`src/logic/gdms_consts.svh`:
```
// Shared constants for the gate driver mode sequencer: offsets, reset values, fault layout and timing.
`ifndef GDMS_CONSTS_SVH
`define GDMS_CONSTS_SVH

// Fault vector layout: 0 supply UV, 1 supply OV, 2 charge pump UV, 3 drain-source OC, 4 shunt OC,
// 5 gate-source fault, 6 thermal warning, 7 thermal shutdown, 8 buck OC, 9 buck UV, 10 buck OV.
`define NUM_FAULTS 11
`define FLT_MSB 10
`define FLT_GLOBAL_BIT 15
// Faults that pull the buck chain down (supply UV/OV, thermal shutdown, all buck faults).
`define BUCK_FAULT_MAP 11'h783

// Register byte addresses on the AXI4-Lite slave.
`define AXI_AW 8
`define ADDR_MODE 8'h00
`define ADDR_FAULT 8'h04
`define ADDR_CTRL 8'h08
`define RESP_OKAY 2'h0
`define RESP_SLVERR 2'h2

// Control register: fault enables in the low half, bridge disable map in the high half.
`define CTRL_EN_LSB 0
`define CTRL_MAP_LSB 16
`define CTRL_RST 32'h07BF07FF
`define CTRL_WMASK 32'h07FF07FF

// Timing: the clock rate and each delay in microseconds.
`define CLK_MHZ 50
`define T_STARTUP_US 1000
`define T_WAKE_US 1000
`define T_SLEEP_US 850
`define T_SHUT_US 10
`define T_RECOV_US 100
`define TMR_W 17

`endif

```
`src/logic/gdms_pkg.sv`:
```
// Types shared by the gate driver mode sequencer files.
package gdms_pkg;
    // Gray order along shutdown, sleep, operating, fault.
    typedef enum logic [1:0] {
        MODE_SHUTDOWN = 2'h0,
        MODE_SLEEP = 2'h1,
        MODE_OPERATING = 2'h3,
        MODE_FAULT = 2'h2
    } mode_t;
endpackage : gdms_pkg

```
`src/logic/mode_delay_timer.sv`:
```
// Down counter that gates one pending mode transition.
`include "gdms_consts.svh"
module mode_delay_timer (
    input wire logic clk_in,
    input wire logic rstn_in,
    input wire logic load_in,
    input wire logic cancel_in,
    input wire logic [`TMR_W-1:0] count_in,
    output logic done_out
);
    import gdms_pkg::*;
    logic [`TMR_W-1:0] remaining;
    logic busy;

    // A load restarts the interval, so a request that flips and returns starts over.
    always_ff @(posedge clk_in or negedge rstn_in) begin
        if (!rstn_in) begin
            remaining <= `TMR_W'(0);
            busy <= 1'b0;
        end else if (load_in) begin
            remaining <= count_in;
            busy <= 1'b1;
        end else if (cancel_in) begin
            busy <= 1'b0;
        end else if (busy) begin
            remaining <= remaining - `TMR_W'(1);
            busy <= (remaining > `TMR_W'(1));
        end
    end

    // Done stands in the last counted cycle only.
    assign done_out = busy && (remaining == `TMR_W'(1));

    count_step_a: assert property (@(posedge clk_in) disable iff (!rstn_in)
        busy && !done_out && !load_in && !cancel_in |=> remaining == $past(remaining) - `TMR_W'(1))
        else $error("Delay counter did not step down.");
    load_value_a: assert property (@(posedge clk_in) disable iff (!rstn_in)
        load_in |=> busy && remaining == $past(count_in))
        else $error("Delay counter did not take its load value.");
endmodule : mode_delay_timer

```
`src/logic/fault_flag_bank.sv`:
```
// Sticky individual fault flags with write-one-to-clear and the global fault flag.
`include "gdms_consts.svh"
module fault_flag_bank (
    input wire logic clk_in,
    input wire logic rstn_in,
    input wire logic [`FLT_MSB:0] set_in,
    input wire logic [`FLT_MSB:0] clear_in,
    output logic [`FLT_MSB:0] flags_out,
    output logic global_out
);
    import gdms_pkg::*;
    genvar i;

    // One flag per fault; a fault present during a clear keeps its flag, so no event is lost.
    generate
        for (i = 0; i < `NUM_FAULTS; i++) begin : g_flag
            always_ff @(posedge clk_in or negedge rstn_in) begin
                if (!rstn_in) begin
                    flags_out[i] <= 1'b0;
                end else if (set_in[i]) begin
                    flags_out[i] <= 1'b1;
                end else if (clear_in[i]) begin
                    flags_out[i] <= 1'b0;
                end
            end
            flag_set_a: assert property (@(posedge clk_in) disable iff (!rstn_in)
                set_in[i] |=> flags_out[i])
                else $error("Fault flag missed its event.");
            flag_hold_a: assert property (@(posedge clk_in) disable iff (!rstn_in)
                flags_out[i] && !clear_in[i] |=> flags_out[i])
                else $error("Fault flag dropped without a clear.");
        end
    endgenerate

    // Global flag follows the individual flags with no delay.
    assign global_out = |flags_out;
endmodule : fault_flag_bank

```
`src/logic/gate_driver_mode_sequencer.sv`:
```
// Mode sequencer for a three-phase gate driver with its AXI4-Lite register slave.
//
// Our own choices: the address map and the AXI4-Lite register port.
`include "gdms_consts.svh"
module gate_driver_mode_sequencer #(
    parameter logic [`TMR_W-1:0] STARTUP_CYC = `TMR_W'(`T_STARTUP_US * `CLK_MHZ),
    parameter logic [`TMR_W-1:0] WAKE_CYC = `TMR_W'(`T_WAKE_US * `CLK_MHZ),
    parameter logic [`TMR_W-1:0] SLEEP_CYC = `TMR_W'(`T_SLEEP_US * `CLK_MHZ),
    parameter logic [`TMR_W-1:0] SHUT_CYC = `TMR_W'(`T_SHUT_US * `CLK_MHZ),
    parameter logic [`TMR_W-1:0] RECOV_CYC = `TMR_W'(`T_RECOV_US * `CLK_MHZ)
) (
    input wire logic clk_in,
    input wire logic rstn_in,
    input wire logic rail_rise_ok_in,
    input wire logic rail_fall_low_in,
    input wire logic enable_in,
    input wire logic [`FLT_MSB:0] fault_raw_in,
    input wire logic [5:0] control_input_pins_in,
    output logic [2:0] high_side_out,
    output logic [2:0] low_side_out,
    output logic standby_regulator_en_out,
    output logic logic_regulator_en_out,
    output logic logic_regulator_lowpwr_out,
    output logic buck_en_out,
    output logic charge_pump_en_out,
    output logic gate_aux_regulator_en_out,
    output logic error_alert_low_out,
    output gdms_pkg::mode_t mode_out,
    input wire logic [`AXI_AW-1:0] axi_awaddr_in,
    input wire logic axi_awvalid_in,
    output logic axi_awready_out,
    input wire logic [31:0] axi_wdata_in,
    input wire logic [3:0] axi_wstrb_in,
    input wire logic axi_wvalid_in,
    output logic axi_wready_out,
    output logic [1:0] axi_bresp_out,
    output logic axi_bvalid_out,
    input wire logic axi_bready_in,
    input wire logic [`AXI_AW-1:0] axi_araddr_in,
    input wire logic axi_arvalid_in,
    output logic axi_arready_out,
    output logic [31:0] axi_rdata_out,
    output logic [1:0] axi_rresp_out,
    output logic axi_rvalid_out,
    input wire logic axi_rready_in
);
    import gdms_pkg::*;

    mode_t mode, next_target, pend_tgt;
    logic pend_v;
    logic [`TMR_W-1:0] target_cnt;
    logic [31:0] ctrl;
    logic [`FLT_MSB:0] fault_en, bridge_map, active, flags, flag_set, flag_clr;
    logic global_flag;
    logic fault_hit;
    logic in_run_mode;
    logic going_down;
    logic run_up;
    logic bridge_dis_n;
    logic buck_dis_n;
    logic req;
    logic fresh;
    logic enter_fault;
    logic timer_done;
    logic step_done;
    logic exit_reset;
    logic [2:0] high_side_input, low_side_input;
    logic [`AXI_AW-1:0] wr_addr;
    logic [31:0] wr_data;
    logic [3:0] wr_strb;
    logic do_write;
    logic [31:0] wr_bytes;
    logic [31:0] rd_word;
    logic rd_ok;
    logic wr_ok;

    // Control register fields and the fault sources that are currently enabled.
    assign fault_en = ctrl[`CTRL_EN_LSB +: `NUM_FAULTS];
    assign bridge_map = ctrl[`CTRL_MAP_LSB +: `NUM_FAULTS];
    assign active = fault_raw_in & fault_en;
    assign fault_hit = |active;
    assign in_run_mode = (mode == MODE_OPERATING) || (mode == MODE_FAULT);

    // Each fault pulls a block down with a low contribution; the block runs only if all are high.
    assign bridge_dis_n = &(~(active & bridge_map));
    assign buck_dis_n = &(~(active & `BUCK_FAULT_MAP));

    // Wanted mode and the delay that guards the step; a rail drop outranks everything.
    always_comb begin
        next_target = mode;
        target_cnt = RECOV_CYC;
        if (rail_fall_low_in && mode != MODE_SHUTDOWN) begin
            next_target = MODE_SHUTDOWN;
            target_cnt = SHUT_CYC;
        end else begin
            unique case (mode)
                MODE_SHUTDOWN: begin
                    if (rail_rise_ok_in) begin
                        next_target = MODE_SLEEP;
                        target_cnt = STARTUP_CYC;
                    end
                end
                MODE_SLEEP: begin
                    if (enable_in) begin
                        next_target = MODE_OPERATING;
                        target_cnt = WAKE_CYC;
                    end
                end
                MODE_OPERATING: begin
                    if (!enable_in) begin
                        next_target = MODE_SLEEP;
                        target_cnt = SLEEP_CYC;
                    end
                end
                MODE_FAULT: begin
                    if (!enable_in) begin
                        next_target = MODE_SLEEP;
                    end else if (!fault_hit) begin
                        next_target = MODE_OPERATING;
                    end
                end
            endcase
        end
    end

    // A new or changed request restarts the timer; a request that goes away cancels it.
    assign req = (next_target != mode);
    assign fresh = req && (!pend_v || pend_tgt != next_target);
    assign enter_fault = (mode == MODE_OPERATING) && fault_hit && !rail_fall_low_in;
    assign step_done = pend_v && req && !fresh && !enter_fault && timer_done;
    assign exit_reset = step_done && in_run_mode && (pend_tgt != MODE_OPERATING);

    mode_delay_timer u_timer (
        .clk_in(clk_in),
        .rstn_in(rstn_in),
        .load_in(fresh && !enter_fault),
        .cancel_in(!req || enter_fault),
        .count_in(target_cnt),
        .done_out(timer_done)
    );

    // Mode register; a fault in Operating skips the timer because protection cannot wait.
    always_ff @(posedge clk_in or negedge rstn_in) begin
        if (!rstn_in) begin
            mode <= MODE_SHUTDOWN;
            pend_tgt <= MODE_SHUTDOWN;
            pend_v <= 1'b0;
        end else if (enter_fault) begin
            mode <= MODE_FAULT;
            pend_v <= 1'b0;
        end else if (!req) begin
            pend_v <= 1'b0;
        end else if (fresh) begin
            pend_v <= 1'b1;
            pend_tgt <= next_target;
        end else if (step_done) begin
            mode <= pend_tgt;
            pend_v <= 1'b0;
        end
    end

    // Blocks go down as soon as a step toward Sleep or Shutdown is pending, and are up in Operating or Fault whenever no such step is pending.
    assign going_down = pend_v && (pend_tgt == MODE_SLEEP || pend_tgt == MODE_SHUTDOWN);
    assign run_up = in_run_mode && !going_down;

    // Regulator chain; the logic regulator is off only in reset, and after that only changes its power level.
    always_ff @(posedge clk_in or negedge rstn_in) begin
        if (!rstn_in) begin
            standby_regulator_en_out <= 1'b1;
            logic_regulator_en_out <= 1'b0;
            logic_regulator_lowpwr_out <= 1'b1;
            buck_en_out <= 1'b0;
            charge_pump_en_out <= 1'b0;
            gate_aux_regulator_en_out <= 1'b0;
            mode_out <= MODE_SHUTDOWN;
        end else begin
            standby_regulator_en_out <= !run_up;
            logic_regulator_en_out <= 1'b1;
            logic_regulator_lowpwr_out <= !run_up;
            buck_en_out <= run_up && buck_dis_n;
            charge_pump_en_out <= run_up && buck_dis_n;
            gate_aux_regulator_en_out <= run_up && buck_dis_n;
            mode_out <= mode;
        end
    end

    // Each phase takes its high and low control from a fixed pair of the six input pins.
    genvar ph;
    generate
        for (ph = 0; ph < 3; ph++) begin : g_phase
            assign high_side_input[ph] = control_input_pins_in[2 * ph];
            assign low_side_input[ph] = control_input_pins_in[2 * ph + 1];
            // Both sides asked at once drives neither, so a bad input cannot shoot through.
            always_ff @(posedge clk_in or negedge rstn_in) begin
                if (!rstn_in) begin
                    high_side_out[ph] <= 1'b0;
                    low_side_out[ph] <= 1'b0;
                end else begin
                    high_side_out[ph] <= run_up && bridge_dis_n && high_side_input[ph] && !low_side_input[ph];
                    low_side_out[ph] <= run_up && bridge_dis_n && low_side_input[ph] && !high_side_input[ph];
                end
            end
        end
    endgenerate

    // Flags latch only while the driver runs, when the monitors are meaningful.
    assign flag_set = active & {`NUM_FAULTS{in_run_mode}};
    assign wr_bytes = {{8{wr_strb[3]}}, {8{wr_strb[2]}}, {8{wr_strb[1]}}, {8{wr_strb[0]}}};
    assign flag_clr = (do_write && wr_addr == `ADDR_FAULT) ? (wr_data[`FLT_MSB:0] & wr_bytes[`FLT_MSB:0]) : '0;

    fault_flag_bank u_flags (
        .clk_in(clk_in),
        .rstn_in(rstn_in),
        .set_in(flag_set),
        .clear_in(flag_clr),
        .flags_out(flags),
        .global_out(global_flag)
    );

    // Alert pin is low while any flag stands.
    always_ff @(posedge clk_in or negedge rstn_in) begin
        if (!rstn_in) begin
            error_alert_low_out <= 1'b1;
        end else begin
            error_alert_low_out <= !global_flag;
        end
    end

    // Control register; leaving a running mode for Sleep or Shutdown wins over a software write.
    always_ff @(posedge clk_in or negedge rstn_in) begin
        if (!rstn_in) begin
            ctrl <= `CTRL_RST;
        end else if (exit_reset) begin
            ctrl <= `CTRL_RST;
        end else if (do_write && wr_addr == `ADDR_CTRL) begin
            ctrl <= ((ctrl & ~wr_bytes) | (wr_data & wr_bytes)) & `CTRL_WMASK;
        end
    end

    // Write channel: address and data are taken in either order, then one response.
    assign do_write = !axi_awready_out && !axi_wready_out && !axi_bvalid_out;
    assign wr_ok = (wr_addr == `ADDR_MODE) || (wr_addr == `ADDR_FAULT) || (wr_addr == `ADDR_CTRL);
    always_ff @(posedge clk_in or negedge rstn_in) begin
        if (!rstn_in) begin
            axi_awready_out <= 1'b1;
            axi_wready_out <= 1'b1;
            axi_bvalid_out <= 1'b0;
            axi_bresp_out <= `RESP_OKAY;
            wr_addr <= '0;
            wr_data <= 32'h00000000;
            wr_strb <= 4'h0;
        end else begin
            if (axi_awvalid_in && axi_awready_out) begin
                axi_awready_out <= 1'b0;
                wr_addr <= {axi_awaddr_in[`AXI_AW-1:2], 2'h0};
            end
            if (axi_wvalid_in && axi_wready_out) begin
                axi_wready_out <= 1'b0;
                wr_data <= axi_wdata_in;
                wr_strb <= axi_wstrb_in;
            end
            if (do_write) begin
                axi_bvalid_out <= 1'b1;
                axi_bresp_out <= wr_ok ? `RESP_OKAY : `RESP_SLVERR;
            end
            if (axi_bvalid_out && axi_bready_in) begin
                axi_bvalid_out <= 1'b0;
                axi_awready_out <= 1'b1;
                axi_wready_out <= 1'b1;
            end
        end
    end

    // Read decode; the fault register shows the sticky flags so the controller sees every report.
    always_comb begin
        rd_word = 32'h00000000;
        rd_ok = 1'b1;
        unique case ({axi_araddr_in[`AXI_AW-1:2], 2'h0})
            `ADDR_MODE: rd_word = {27'h0, run_up, enable_in, pend_v, mode};
            `ADDR_FAULT: rd_word = {16'h0, global_flag, 4'h0, flags};
            `ADDR_CTRL: rd_word = ctrl;
            default: rd_ok = 1'b0;
        endcase
    end

    // Read channel answers one cycle after the address is taken.
    always_ff @(posedge clk_in or negedge rstn_in) begin
        if (!rstn_in) begin
            axi_arready_out <= 1'b1;
            axi_rvalid_out <= 1'b0;
            axi_rdata_out <= 32'h00000000;
            axi_rresp_out <= `RESP_OKAY;
        end else if (axi_arvalid_in && axi_arready_out) begin
            axi_arready_out <= 1'b0;
            axi_rvalid_out <= 1'b1;
            axi_rdata_out <= rd_word;
            axi_rresp_out <= rd_ok ? `RESP_OKAY : `RESP_SLVERR;
        end else if (axi_rvalid_out && axi_rready_in) begin
            axi_rvalid_out <= 1'b0;
            axi_arready_out <= 1'b1;
        end
    end

    shutdown_req_a: assert property (@(posedge clk_in) disable iff (!rstn_in)
        rail_fall_low_in && mode != MODE_SHUTDOWN |=> mode == MODE_SHUTDOWN || (pend_v && pend_tgt == MODE_SHUTDOWN))
        else $error("Rail drop did not request Shutdown.");
    shutdown_hold_a: assert property (@(posedge clk_in) disable iff (!rstn_in)
        mode == MODE_SHUTDOWN && !rail_rise_ok_in |=> mode == MODE_SHUTDOWN)
        else $error("Left Shutdown without the rail up.");
    sleep_bridge_a: assert property (@(posedge clk_in) disable iff (!rstn_in)
        mode == MODE_SLEEP |=> high_side_out == 3'h0 && low_side_out == 3'h0)
        else $error("Bridge driven in Sleep.");
    sleep_power_a: assert property (@(posedge clk_in) disable iff (!rstn_in)
        mode == MODE_SLEEP |=> !buck_en_out && !charge_pump_en_out && standby_regulator_en_out)
        else $error("Sleep regulator state wrong.");
    operating_power_a: assert property (@(posedge clk_in) disable iff (!rstn_in)
        mode == MODE_OPERATING && !pend_v && !fault_hit |=> buck_en_out && !standby_regulator_en_out
        && !logic_regulator_lowpwr_out)
        else $error("Operating regulator state wrong.");
    operating_drive_a: assert property (@(posedge clk_in) disable iff (!rstn_in)
        mode == MODE_OPERATING && !pend_v && !fault_hit && control_input_pins_in == 6'h01
        |=> high_side_out == 3'h1 && low_side_out == 3'h0)
        else $error("Bridge did not follow its inputs.");
    fault_entry_a: assert property (@(posedge clk_in) disable iff (!rstn_in)
        enter_fault |=> mode == MODE_FAULT ##1 !error_alert_low_out [*2])
        else $error("Fault not entered or not reported.");
    fault_bridge_a: assert property (@(posedge clk_in) disable iff (!rstn_in)
        (active & bridge_map) != '0 |=> high_side_out == 3'h0 && low_side_out == 3'h0)
        else $error("Bridge driven against a fault.");
    alert_follow_a: assert property (@(posedge clk_in) disable iff (!rstn_in)
        error_alert_low_out == !$past(global_flag))
        else $error("Alert pin out of step with global flag.");
    timed_step_a: assert property (@(posedge clk_in) disable iff (!rstn_in)
        $changed(mode) && mode != MODE_FAULT |-> $past(timer_done))
        else $error("Mode changed without its delay.");
    ctrl_reset_a: assert property (@(posedge clk_in) disable iff (!rstn_in)
        exit_reset |=> ctrl == `CTRL_RST && (mode == MODE_SLEEP || mode == MODE_SHUTDOWN))
        else $error("Control not reset on exit.");
    recover_gate_a: assert property (@(posedge clk_in) disable iff (!rstn_in)
        mode == MODE_FAULT && fault_hit && !rail_fall_low_in && enable_in |=> mode == MODE_FAULT)
        else $error("Left Fault Management with a fault present.");
endmodule : gate_driver_mode_sequencer

```
`config.mk`:
```
export PLATFORM = sky130hd
export DESIGN_NAME = gate_driver_mode_sequencer
export DESIGN_NICKNAME = d
export VERILOG_FILES = /design/src/logic/gdms_pkg.sv /design/src/logic/mode_delay_timer.sv /design/src/logic/fault_flag_bank.sv /design/src/logic/gate_driver_mode_sequencer.sv
export VERILOG_INCLUDE_DIRS = /design/src /design/src/logic
export SDC_FILE = /design/constraint.sdc
export NUM_CORES = 1
export LEC_CHECK = 0
export BUFFER_PORTS_ARGS = -buffer_cell sky130_fd_sc_hd__buf_4
export CORE_MARGIN = 2
export CORE_UTILIZATION = 54
export CTS_CLUSTER_DIAMETER = 100
export CTS_CLUSTER_SIZE = 16
export DETAILED_ROUTE_END_ITERATION = 7
export PLACE_DENSITY_LB_ADDON = 0.2
export SLEW_MARGIN = 25
export SYNTH_ARGS = -nofsm -noshare
export SYNTH_HDL_FRONTEND = slang
export SYNTH_SLANG_ARGS = --single-unit
```
`constraint.sdc`:
```
create_clock -name clk_in -period 3 [get_ports clk_in]
set_input_delay 0 -clock clk_in [delete_from_list [all_inputs] [get_ports clk_in]]
set_output_delay 0 -clock clk_in [all_outputs]
set_load 0.02 [all_outputs]
```
==> flow_metrics.env <==
export IMPL_yosysTopAreaCell="dfrtp_1"
export IMPL_row_count=38
export IMPL_switching_share_pct=29.92
export IMPL_relSlewSlack_pct=42.04
export IMPL_drt_iter0_drc=507
export IMPL_synthTopCellsByCount="dfrtp_1, nand2_1, nand3_1"
export IMPL_drive_above_1_share_pct=31.02
export IMPL_antenna_found_initial=0
export IMPL_finalMaxSlewViolations=0
export IMPL_fmax_ghz=0.3561
export IMPL_grt_pass1_vias=5093
export IMPL_critPathBufInv=0
export IMPL_synth_top_area_share_pct=43.21
export IMPL_ys_ff_latch=130
export IMPL_syn_area_um2=6023
export IMPL_cellPowerDensity_nw_per_um2=724.7
export IMPL_yosysMostFrequentCell="dfrtp_1"
export IMPL_cp_slowest_cell="or4_4"
export IMPL_dr_pass1_iters=5
export IMPL_antennaDiodeCount=0
export IMPL_coreArea_um2=10840
export IMPL_fin_crit_sh_pct=93.62
export IMPL_grt_max_degree=71
export IMPL_vdd_drop_max_uv=546.8
export IMPL_synth_edf_count=0
export IMPL_crit_family="simple AND/OR/NAND/NOR gates"
export IMPL_crit_chain="or4_4, or4_1, nor4_2, nand3_1, or4_4, a21boi_0"
export IMPL_p_int_mw=4.152
export IMPL_grt_first_pass_wirelength_um=25350
export IMPL_fin_skew_ps=5.710
export IMPL_post_drt_wl_per_cell_um=18.33
export IMPL_grt_overflow=0
export IMPL_synthFlopType="dfrtp_1"
export IMPL_ys_types=55
export IMPL_crit_required_ps=3400
export IMPL_syn_inst=563
export IMPL_io_pins=135
export IMPL_critical_path_max_stage_delay_ps=630
export IMPL_io_buffers=109
export IMPL_power_mw=5.925
export IMPL_hold_viol=0
export IMPL_viasPerCell=5.849
export IMPL_dieHeight_um=109.6
export IMPL_htree_levels=4
export IMPL_pwr_share_comb_pct=20.1
export IMPL_vias=5194
export IMPL_crit_arrival_ps=3210
export IMPL_worstSetupStartpointType="flop"
export IMPL_drt_wl_total_um=16280
export IMPL_place_congestion=0.9255
export IMPL_postCtsSetupBuffers=0
export IMPL_critPathMaxFanout=22
export IMPL_fin_ws_ps=191.5
export IMPL_fin_crit_ps=2808
export IMPL_ys_top_cells_by_area="dfrtp_1, dfstp_2, mux2_2, nand2_1, nand3_1"
export IMPL_p_seq_share_pct=46.3
export IMPL_p_sw_mw=1.773
export IMPL_fin_nets=816
export IMPL_insertion_delay_ps=520
export IMPL_dp_slack_ps=127.1
export IMPL_tritoncts="done"
export IMPL_cts_sinks=130
export IMPL_ys_async_sr_fraction_pct=100.0
export IMPL_worst_pin_slew_ps=869.5
export IMPL_utilization_pct=75.42
export IMPL_cp_end_kind="flop"
export IMPL_clockRootBuffer="clkbuf_8"
export IMPL_setup_tns_ps=0
export IMPL_drv_cap=0
export IMPL_finalSetupViolations=0
export IMPL_dieArea_um2=12020
export IMPL_cts_buffer_depth=2
export IMPL_area_delta_synth_final_pct=35.73
export IMPL_grt_usage_pct=27.99
export IMPL_synth_warnings=0
export IMPL_dp_hpwl_um=10430
export IMPL_status="finished clean"
export IMPL_criticalPathCategory="flop to flop"
export IMPL_grt_setup_unrepaired="false"
export IMPL_crit_path_frequent_cell="or4_4"
export IMPL_ant_nets=0
export IMPL_cts_clk_slew_worst_paths_ps=60
export IMPL_cts_made_buffers=17
export IMPL_drc=0
export IMPL_hp_class="input pin to flop"
export IMPL_leakage_nw=3.716
export IMPL_synth_area_per_cell_um2=10.70
export IMPL_fp_dieW_um=109.6
export IMPL_seq_area_frac_synth_pct=54.55
export IMPL_pwr_share_clk_pct=33.5
export IMPL_start_util_pct=55.56
cells by family after synthesis:
logic type                 synth area share [%]
xor gates and xnor gates                 0.7270
buffers and inverters                     4.528
adders and majority gates                0.5816
DFF                                       54.55
AOI/OAI and AO/OA                         13.29
other                                    0.1247
and+or+nand+nor                           17.28
muxes                                     8.912
per-stage QoR:
| stage | std cells | hold slack, ps | cell area (um^2) |
|---|---|---|---|
| after floorplan | 573 | -295.6 | 6061 |
| after global placement | 788 | 148.6 | 6908 |
| after detailed placement | 788 | 161.2 | 6908 |
| after CTS | 888 | 1.656 | 8162 |
| after global routing | 888 | 53.54 | 8175 |
| final | 888 | 4.193 | 8175 |
final cells by class:
cell class                 instances  area [um^2]
tap                              140        175.2
sequential                       130         3286
clock buffer                      23        466.7
fill                             753         2665
multi-input combinational        389         2521
clock inverter                     9        106.4
inverter                          11        41.29
timing repair buffer             186         1579
worst paths after layout:
path	start	slack (ps)	end	cells after the start
max	u_timer.remaining[5]	190	ctrl[22]	6
min	enable_in	4	axi_rdata_out[3]	5
max reg2reg	u_timer.remaining[5]	190	ctrl[22]	6
min reg2reg	u_flags.flags_out[9]	470	error_alert_low_out	1
max in group asynchronous	rstn_in	2010	logic_regulator_lowpwr_out	3
min in group asynchronous	rstn_in	130	axi_rdata_out[17]	2
cells in the final DEF (no fill, tap or decap), types with 5 or more instances in the layout:
| cell type | n |
|---|---|
| a21oi_1 | 21 |
| a22o_1 | 14 |
| a22oi_1 | 10 |
| a32o_1 | 12 |
| buf_4 | 117 |
| clkbuf_16 | 16 |
| conb_1 | 12 |
| dfrtp_1 | 104 |
| dfstp_2 | 26 |
| dlygate4sd3_1 | 68 |
| inv_1 | 11 |
| mux2_2 | 37 |
| mux2i_1 | 12 |
| nand2_1 | 67 |
| nand3_1 | 44 |
| nand3_2 | 6 |
| nor2_1 | 26 |
| nor2b_1 | 5 |
| nor3_1 | 9 |
| nor3b_1 | 9 |
| nor4_1 | 10 |
| o21ai_0 | 29 |
| o21ai_2 | 5 |
| or3_1 | 6 |
power by group through the flow:
stage	combinational (mW)	clock [mW]	sequential, mW
6_report	1.19	1.99	2.75
4_1_cts	1.19	2.00	2.72
3_5_place_dp	1.09	0	2.74
3_3_place_gp	1.05	0	2.71
2_1_floorplan	0.751	0	2.61
5_1_grt	1.31	2.08	2.79
state kept, by name, summed over array words and instances, names as in the netlist, 2 cells and up:
| register | cells |
|---|---|
| axi_rdata_out | 23 |
| ctrl | 22 |
| high_side_out | 3 |
| low_side_out | 3 |
| mode | 2 |
| mode_out | 2 |
| pend_tgt | 2 |
| u_flags.flags_out | 11 |
| u_timer.remaining | 17 |
| wr_addr | 6 |
| wr_data | 22 |
| wr_strb | 4 |
layer usage:
layer	global-route usage [%]	share of wire, %	wire length [um]	vias to the layer above
met1	36.78	43	6990	2561
met3	5.987	6.9	1119	30
met4	9.765	1.8	293	0
met5	0	0	0	-
met2	46.16	48	7873	241
li1	-	-	-	2362
tightest hold or removal path, delay by kind of cell:
| kind | cells | cell delay [ps] |
|---|---|---|
| AOI/OAI and AO/OA | 2 | 180 |
| buffers and inverters | 1 | 140 |
| muxes | 1 | 80 |
| and+or+nand+nor | 1 | 80 |
timing repair:
action                     in CTS  in global routing
setup endpoints to repair       0                  1
resized for setup               0                  2
hold endpoints to repair      115                  0
hold buffers                   68                  0
Power figures use the tool's default switching activity.
